## src/rtl/sbt_pkg.sv

```systemverilog
// constants for the sixteen bit up timer
package sbt_pkg;
  localparam logic [5:0] MODE_ADDR      = 6'h06;
  localparam logic [7:0] MODE_RESET     = 8'h00;
  localparam int         CLK_SEL_HI     = 7;
  localparam int         CLK_SEL_LO     = 5;
  localparam int         DIV_SEL_HI     = 4;
  localparam int         DIV_SEL_LO     = 3;
  localparam int         TAP_SEL_HI     = 2;
  localparam int         TAP_SEL_LO     = 0;
  localparam int         TAP_BASE       = 8;
  localparam int         IRQ_FLAG_BIT   = 2;
  localparam int         EDGE_SEL_BIT   = 4;
  localparam logic [2:0] SRC_STOP       = 3'h0;
  localparam logic [2:0] SRC_SYS_CLOCK  = 3'h1;
  localparam logic [2:0] SRC_RSV2       = 3'h2;
  localparam logic [2:0] SRC_PORT_A4    = 3'h3;
  localparam logic [2:0] SRC_FAST_RC    = 3'h4;
  localparam logic [2:0] SRC_RSV5       = 3'h5;
  localparam logic [2:0] SRC_SLOW_RC    = 3'h6;
  localparam logic [2:0] SRC_PORT_A0    = 3'h7;
  localparam logic [1:0] DIV_1          = 2'h0;
  localparam logic [1:0] DIV_4          = 2'h1;
  localparam logic [1:0] DIV_16         = 2'h2;
  localparam logic [1:0] DIV_64         = 2'h3;
  localparam logic [5:0] DIV_1_TERM     = 6'h00;
  localparam logic [5:0] DIV_4_TERM     = 6'h03;
  localparam logic [5:0] DIV_16_TERM    = 6'h0f;
  localparam logic [5:0] DIV_64_TERM    = 6'h3f;
  localparam logic [5:0] PRESC_RESET    = 6'h00;
  localparam logic [15:0] COUNT_RESET   = 16'h0000;
endpackage

```

## src/rtl/sbt_prescaler.sv

```systemverilog
// divide-by-1/4/16/64 prescaler for the timer clock ticks
`timescale 1ns/1ps
module sbt_prescaler (
  input  wire logic       clk,
  input  wire logic       rst_n,
  input  wire logic       tick_in,
  input  wire logic [1:0] div_sel,
  output logic            tick_out
);
  typedef struct packed {
    logic [5:0] cnt;
  } sbt_presc_type;

  sbt_presc_type s_q;
  sbt_presc_type s_d;

  // terminal count for each divisor code
  function automatic logic [5:0] sbt_term(input logic [1:0] sel);
    unique case (sel)
      sbt_pkg::DIV_1:  sbt_term = sbt_pkg::DIV_1_TERM;
      sbt_pkg::DIV_4:  sbt_term = sbt_pkg::DIV_4_TERM;
      sbt_pkg::DIV_16: sbt_term = sbt_pkg::DIV_16_TERM;
      sbt_pkg::DIV_64: sbt_term = sbt_pkg::DIV_64_TERM;
    endcase
  endfunction

  // a tick passes once every divisor input ticks
  assign tick_out = tick_in && (s_q.cnt >= sbt_term(div_sel));

  always_comb begin
    s_d = s_q;
    if (tick_in) begin
      if (tick_out) begin
        s_d.cnt = sbt_pkg::PRESC_RESET;
      end else begin
        s_d.cnt = s_q.cnt + 6'h01;
      end
    end
  end

  always_ff @(posedge clk) begin
    if (!rst_n) begin
      s_q.cnt <= sbt_pkg::PRESC_RESET;
    end else begin
      s_q <= s_d;
    end
  end
endmodule

```

## src/rtl/sbt_timer.sv

```systemverilog
// sixteen bit up timer: mode register, clock select, counter, tap edge request
`timescale 1ns/1ps
module sbt_timer (
  input  wire logic        clk,
  input  wire logic        rst_n,
  input  wire logic [5:0]  io_addr,
  input  wire logic        io_wr_en,
  input  wire logic        io_rd_en,
  input  wire logic [7:0]  io_wdata,
  output logic      [7:0]  io_rdata,
  input  wire logic        counter_load_instr,
  input  wire logic [15:0] counter_load_data,
  input  wire logic        counter_read_instr,
  output logic      [15:0] counter_read_data,
  input  wire logic        fast_rc_osc,
  input  wire logic        slow_rc_osc,
  input  wire logic        port_a_bit0,
  input  wire logic        port_a_bit4,
  input  wire logic        edge_select_fall,
  input  wire logic        irq_flag_wr,
  input  wire logic        irq_flag_wbit,
  output logic             timer_irq_flag,
  output logic      [15:0] counter_value
);
  typedef struct packed {
    logic [7:0]  mode;
    logic [15:0] count;
    logic [15:0] rd_copy;
    logic [7:0]  rdata;
    logic        tap;
    logic        flag;
    logic [3:0]  src_prev;
  } sbt_state_type;

  sbt_state_type s_q;
  sbt_state_type s_d;

  logic [2:0] clk_sel;
  logic [1:0] div_sel;
  logic [2:0] tap_sel;
  logic [3:0] src_now;
  logic       src_tick;
  logic       cnt_tick;
  logic       tap_now;
  logic       tap_event;
  logic       flag_clear;

  assign clk_sel = s_q.mode[sbt_pkg::CLK_SEL_HI:sbt_pkg::CLK_SEL_LO];
  assign div_sel = s_q.mode[sbt_pkg::DIV_SEL_HI:sbt_pkg::DIV_SEL_LO];
  assign tap_sel = s_q.mode[sbt_pkg::TAP_SEL_HI:sbt_pkg::TAP_SEL_LO];

  // external clock sources are counted on their rising edges
  assign src_now = {port_a_bit0, slow_rc_osc, fast_rc_osc, port_a_bit4};

  function automatic logic sbt_rise(input logic [3:0] now, input logic [3:0] prev,
                                    input int idx);
    sbt_rise = now[idx] && !prev[idx];
  endfunction

  // source selection; stop and reserved codes give no ticks
  always_comb begin
    unique case (clk_sel)
      sbt_pkg::SRC_SYS_CLOCK: src_tick = 1'b1;
      sbt_pkg::SRC_PORT_A4:   src_tick = sbt_rise(src_now, s_q.src_prev, 0);
      sbt_pkg::SRC_FAST_RC:   src_tick = sbt_rise(src_now, s_q.src_prev, 1);
      sbt_pkg::SRC_SLOW_RC:   src_tick = sbt_rise(src_now, s_q.src_prev, 2);
      sbt_pkg::SRC_PORT_A0:   src_tick = sbt_rise(src_now, s_q.src_prev, 3);
      default:                src_tick = 1'b0;
    endcase
  end

  sbt_prescaler u_presc (
    .clk      (clk),
    .rst_n    (rst_n),
    .tick_in  (src_tick),
    .div_sel  (div_sel),
    .tick_out (cnt_tick)
  );

  // tap taken from the upper byte of the counter
  assign tap_now    = s_q.count[sbt_pkg::TAP_BASE + int'(tap_sel)];
  assign tap_event  = edge_select_fall ? (s_q.tap && !tap_now)
                                       : (!s_q.tap && tap_now);
  assign flag_clear = irq_flag_wr && !irq_flag_wbit;

  always_comb begin
    s_d          = s_q;
    s_d.src_prev = src_now;
    s_d.tap      = tap_now;
    if (io_wr_en && (io_addr == sbt_pkg::MODE_ADDR)) begin
      s_d.mode = io_wdata;
    end
    if (io_rd_en) begin
      s_d.rdata = (io_addr == sbt_pkg::MODE_ADDR) ? s_q.mode : 8'h00;
    end
    // load wins over a tick in the same cycle
    if (counter_load_instr) begin
      s_d.count = counter_load_data;
    end else if (cnt_tick) begin
      s_d.count = s_q.count + 16'h0001;
    end
    if (counter_read_instr) begin
      s_d.rd_copy = s_q.count;
    end
    // set beats a clear in the same cycle; enable plays no part
    if (tap_event) begin
      s_d.flag = 1'b1;
    end else if (flag_clear) begin
      s_d.flag = 1'b0;
    end
  end

  always_ff @(posedge clk) begin
    if (!rst_n) begin
      s_q.mode     <= sbt_pkg::MODE_RESET;
      s_q.count    <= sbt_pkg::COUNT_RESET;
      s_q.rd_copy  <= sbt_pkg::COUNT_RESET;
      s_q.rdata    <= 8'h00;
      s_q.tap      <= 1'b0;
      s_q.flag     <= 1'b0;
      s_q.src_prev <= 4'h0;
    end else begin
      s_q <= s_d;
    end
  end

  assign io_rdata          = s_q.rdata;
  assign counter_read_data = s_q.rd_copy;
  assign timer_irq_flag    = s_q.flag;
  assign counter_value     = s_q.count;

  a_mode_write: assert property (@(posedge clk) disable iff (!rst_n)
    io_wr_en && io_addr == sbt_pkg::MODE_ADDR |=> s_q.mode == $past(io_wdata))
    else $error("mode register did not take the written value");

  a_mode_read: assert property (@(posedge clk) disable iff (!rst_n)
    io_rd_en && io_addr == sbt_pkg::MODE_ADDR |=> io_rdata == $past(s_q.mode))
    else $error("mode register read returned a wrong value");

  a_unmapped_read: assert property (@(posedge clk) disable iff (!rst_n)
    io_rd_en && io_addr != sbt_pkg::MODE_ADDR |=> io_rdata == 8'h00)
    else $error("unmapped read did not return zero");

  a_stop_holds: assert property (@(posedge clk) disable iff (!rst_n)
    clk_sel == sbt_pkg::SRC_STOP && !counter_load_instr |=> $stable(s_q.count))
    else $error("counter moved while stopped");

  a_reserved_idle: assert property (@(posedge clk) disable iff (!rst_n)
    clk_sel == sbt_pkg::SRC_RSV2 || clk_sel == sbt_pkg::SRC_RSV5 |-> !cnt_tick)
    else $error("reserved source produced a tick");

  a_sys_every: assert property (@(posedge clk) disable iff (!rst_n)
    clk_sel == sbt_pkg::SRC_SYS_CLOCK && div_sel == sbt_pkg::DIV_1 |-> cnt_tick)
    else $error("system clock at divide by 1 missed a tick");

  a_div_four: assert property (@(posedge clk) disable iff (!rst_n)
    clk_sel == sbt_pkg::SRC_SYS_CLOCK && div_sel == sbt_pkg::DIV_4 && cnt_tick
    ##1 (clk_sel == sbt_pkg::SRC_SYS_CLOCK && div_sel == sbt_pkg::DIV_4)[*4]
    |-> cnt_tick && !$past(cnt_tick) && !$past(cnt_tick, 2) && !$past(cnt_tick, 3))
    else $error("prescaler period wrong at divide by 4");

  a_div_sixty4: assert property (@(posedge clk) disable iff (!rst_n)
    clk_sel == sbt_pkg::SRC_SYS_CLOCK && div_sel == sbt_pkg::DIV_64 && cnt_tick
    ##1 (clk_sel == sbt_pkg::SRC_SYS_CLOCK && div_sel == sbt_pkg::DIV_64)[*8]
    |-> !cnt_tick)
    else $error("prescaler ticked too early at divide by 64");

  a_count_up: assert property (@(posedge clk) disable iff (!rst_n)
    cnt_tick && !counter_load_instr |=> s_q.count == $past(s_q.count) + 16'h0001)
    else $error("counter did not step up by one");

  a_never_down: assert property (@(posedge clk) disable iff (!rst_n)
    !counter_load_instr
    |=> s_q.count == $past(s_q.count) || s_q.count == $past(s_q.count) + 16'h0001)
    else $error("counter moved other than one step up");

  a_count_wrap: assert property (@(posedge clk) disable iff (!rst_n)
    cnt_tick && !counter_load_instr && s_q.count == 16'hffff |=> s_q.count == 16'h0000)
    else $error("counter did not wrap to zero");

  a_load_value: assert property (@(posedge clk) disable iff (!rst_n)
    counter_load_instr |=> s_q.count == $past(counter_load_data))
    else $error("load did not set the counter");

  a_read_copy: assert property (@(posedge clk) disable iff (!rst_n)
    counter_read_instr |=> counter_read_data == $past(s_q.count))
    else $error("read did not copy the counter");

  a_read_hold: assert property (@(posedge clk) disable iff (!rst_n)
    !counter_read_instr |=> $stable(counter_read_data))
    else $error("read copy changed without a read");

  a_tap_event: assert property (@(posedge clk) disable iff (!rst_n)
    !edge_select_fall && !s_q.tap && s_q.count[sbt_pkg::TAP_BASE + int'(tap_sel)]
    |=> timer_irq_flag)
    else $error("rising tap edge did not set the flag");

  a_fall_event: assert property (@(posedge clk) disable iff (!rst_n)
    edge_select_fall && s_q.tap && !s_q.count[sbt_pkg::TAP_BASE + int'(tap_sel)]
    |=> timer_irq_flag)
    else $error("falling tap edge did not set the flag");

  a_flag_sticky: assert property (@(posedge clk) disable iff (!rst_n)
    timer_irq_flag && !flag_clear |=> timer_irq_flag)
    else $error("timer flag dropped without a clear");

  a_flag_clear: assert property (@(posedge clk) disable iff (!rst_n)
    flag_clear && !tap_event |=> !timer_irq_flag)
    else $error("timer flag not cleared by a zero write");

  a_flag_nospont: assert property (@(posedge clk) disable iff (!rst_n)
    !timer_irq_flag && !tap_event |=> !timer_irq_flag)
    else $error("timer flag set with no event");
endmodule

```

## config.mk

```make
export PLATFORM = sky130hd
export DESIGN_NAME = sbt_timer
export DESIGN_NICKNAME = d
export VERILOG_FILES = /design/src/rtl/sbt_pkg.sv /design/src/rtl/sbt_prescaler.sv /design/src/rtl/sbt_timer.sv
export SDC_FILE = /design/constraint.sdc
export NUM_CORES = 1
export LEC_CHECK = 0
export BUFFER_PORTS_ARGS = -buffer_cell sky130_fd_sc_hd__buf_2
export CAP_MARGIN = 20
export CORE_ASPECT_RATIO = 0.6
export CORE_MARGIN = 2
export CORE_UTILIZATION = 50
export DETAILED_ROUTE_END_ITERATION = 6
export PLACE_DENSITY = 0.76
export SLEW_MARGIN = 20
export SYNTH_ARGS = -nofsm -noshare
export SYNTH_HDL_FRONTEND = slang
export SYNTH_SLANG_ARGS = --single-unit
export TNS_END_PERCENT = 30
```

## constraint.sdc

```tcl
create_clock -name clk -period 5.6 [get_ports clk]
set_clock_uncertainty 0.05 [all_clocks]
set_input_delay 1.12 -clock clk [delete_from_list [all_inputs] [get_ports clk]]
set_output_delay 1.12 -clock clk [all_outputs]
set_load 0.005 [all_outputs]
```

==> impl_metrics.csv <==
group,metric,value,unit
status,status,"completed",
clocking,clockRootBuffer,"clkbuf_8",
global_route,grt_pass1_wl,11700,um
timing,hold_viol,0,
cells_and_area,post-route-util,57.4,%
synth,ys_warn_count,0,
timing,finalSetupViolations,0,
critical_path,r2r-end,"counter_value[6]",
global_route,grt_max_degree,35,
pwr,p_per_area,263,nW/um2
floorplanning,die_area,6990,um2
pwr,switching_share,25.5,%
placed_design,dp_slack,2.92,ns
cells_and_area,nNetsFinal,454,
cells_and_area,areaGrowthSynthToFinish,11.0,%
critical_path,reg2reg_depth,8,
floorplanning,die_width,107,um
floorplanning,rows,22,
clocking,htree_levels,3,
critical_path,crit_arrival,2.57,ns
drt,postRouteAntennaNets,0,
floorplanning,initial_utilization,51.7,%
timing,final.setup.tns,0,ns
critical_path,crit_path_start_kind,"primary input",
floorplanning,fp.dieH,65.6,um
synth,synth-edff-count,0,
timing,finalCritPeriodShare,42.1,%
timing,slew_headroom,57.1,%
drt,drc,0,
global_route,antenna_found_initial,0,
pwr,p_switching,0.236,mW
drt,vias_per_cell,5.62,
synth,synth.avg_cell_area,8.66,um2
timing,slew_viol_final,0,
drt,drt_iter0_drc,203,
synth,synth.net_count,416,
synth,synthArstFlopShare,0,%
pwr,p_leak,1.45,nW
critical_path,cp_max_fo,26,
clocking,clk_pin_slew,0.07,ns
pwr,pwr-share-clk,41.4,%
cells_and_area,drive_gt1_share,27.2,%
critical_path,criticalPathCategory,"primary input to register",
drt,via_count,2766,
clocking,cts_max_path_buffers,2,
clocking,ctsResizeCount,0,
timing,worst_pin_slew,0.640,ns
min_path,hold_class,"register to register",
critical_path,r2r_start,"div_sel[1]",
global_route,first_global_vias,2443,
pwr,combPwrFrac,8.8,%
placed_design,hpwl,5220,um
global_route,grt.total_usage,21.9,%
placed_design,port_buffers,83,
timing,fin_ws,3.24,ns
cells_and_area,stdcell_count,492,
critical_path,cp-startpoint,"fast_rc_osc",
floorplanning,fp.coreArea,6110,um2
critical_path,endpoint,"counter_value[6]",
synth,synthFlopType,"dfxtp_1",
drt,wl_per_cell,14.6,um
clocking,cts_tree,"done",
synth,syn_area,3160,um2
clocking,cts_sinks,60,
clocking,cts_buffers,9,
cells_and_area,n_antenna_cell,0,
drt,drtPass1Iterations,4,
clocking,insertion_delay,0.34,ns
floorplanning,ios,84,
cells_and_area,fillers,577,
placed_design,gp_congestion,0.785,
synth,yosysSeqAreaShare,38.0,%
critical_path,required,5.82,ns
critical_path,critPathCaptureType,"register",
timing,finalCriticalPeriod,2.36,ns
clocking,cts_setup_buffers,0,
drt,wirelength,7210,um
timing,clock.fmax,0.425,GHz
pwr,p_int,0.687,mW
job,maxCapViolCount,0,
critical_path,rrSetupSlack,3.25,ns
timing,rsz0062_at_grt,"false",
synth,synth_cell_type_count,49,
clocking,cts-hold-fix-buffers,0,
pwr,seqPwrFrac,49.8,%
pwr,vdd_ir_drop_max,0.142,mV
synth,netlist_instances,365,
placed_design,dp.cells,476,
global_route,gr-total-overflow,0,
synth,ys_seq_elements,60,
-- how the worst min path moves through the flow --
| stage | start | endpoint | slack, ns | cells after the start |
|---|---|---|---|---|
| floorplan | io_rdata[2] | io_rdata[2] | 0.40 | 2 |
| global placement | io_rdata[6] | io_rdata[6] | 0.41 | 2 |
| global route | io_rdata[7] | io_rdata[7] | 0.45 | 2 |
| CTS | io_rdata[2] | io_rdata[2] | 0.42 | 2 |
| detailed placement | io_rdata[2] | io_rdata[2] | 0.41 | 2 |
| finish | io_rdata[7] | io_rdata[7] | 0.42 | 2 |
-- cells in the mapped netlist, drive strengths merged (3+ instances only) --
cell	number	area [um2]
mux2i	17	170
or3	4	25.0
and2	5	31.3
o31ai	9	67.6
o21ai	24	128
a31oi	16	100
a21oi	24	135
inv	9	33.8
ha	8	100
a21o	3	22.5
dfxtp	60	1200
nand4b	3	26.3
nand3	28	140
and3	5	31.3
nand2	21	78.8
nor2	21	86.3
nand2b	11	68.8
or4	10	75.1
nor4	3	25.0
clkbuf	12	45.0
buf	47	344
-- layer usage --
metal  track usage [%]  vias up  part of all wire [%]
li1                  -     1356                     -
met1              30.2     1305                    50
met2              31.9       99                    41
met3              8.73        6                   8.0
met4              5.36        0                  0.83
met5                 0        -                     0
-- area by class of cell --
cell class / instances / area (um2) / area share [%]
Multi-Input combinational cell: 236 / 1530 / 43.7
Sequential cell: 60 / 1200 / 34.3
Timing Repair Buffer: 86 / 438 / 12.5
Clock buffer: 10 / 128 / 3.64
Tap cell: 84 / 105 / 3.00
Clock inverter: 6 / 65.1 / 1.86
Inverter: 10 / 37.5 / 1.07
-- flip-flops by register name (all words and copies together) (netlist names) --
| register | count |
|---|---|
| clk_sel | 3 |
| counter_read_data | 16 |
| counter_value | 16 |
| div_sel | 2 |
| io_rdata | 8 |
| s_q | 8 |
| timer_irq_flag | 1 |
| u_presc.s_q | 6 |
-- worst max-delay path, cell delays in order --
cell     delay, ns
buf_2         0.09
nor4b_1       0.29
o31a_2        0.27
nor2_4        0.13
or4_1         0.49
a31oi_1       0.18
-- power by group through the flow --
stage	clock network, mW	logic, mW	registers [mW]
6_report	0.382	0.0809	0.460
5_1_grt	0.412	0.0901	0.462
4_1_cts	0.390	0.0811	0.459
3_5_place_dp	0	0.0810	0.469
3_3_place_gp	0	0.0787	0.468
2_1_floorplan	0	0.0623	0.463
-- logic make-up (layout without fill, tap and decap cells) --
| logic type | after synthesis | in the layout | share of synthesized area, % |
|---|---|---|---|
| flops | 60 | 60 | 38.0 |
| compound gates | 85 | 85 | 16.9 |
| simple gates | 124 | 124 | 21.6 |
| mux | 19 | 19 | 6.81 |
| buf+inv | 69 | 112 | 13.5 |
| fa+ha+maj | 8 | 8 | 3.17 |
-- cell usage in the layout (no fill, tap or decap), drive strengths merged, types with 11 or more instances in the layout --
cell type  instances
a21oi             24
a31oi             16
buf               86
dfxtp             60
mux2i             17
nand2             21
nand2b            11
nand3             28
nor2              21
o21ai             24
-- through the flow --
stage	hold slack [ns]	cell area, um2	power, mW
3_3_place_gp	0.406	3310	0.547
3_5_place_dp	0.408	3310	0.550
2_1_floorplan	0.395	3160	0.526
6_report	0.419	3510	0.923
4_1_cts	0.419	3510	0.931
5_1_grt	0.454	3510	0.964
(Power assumes the default switching activity.)
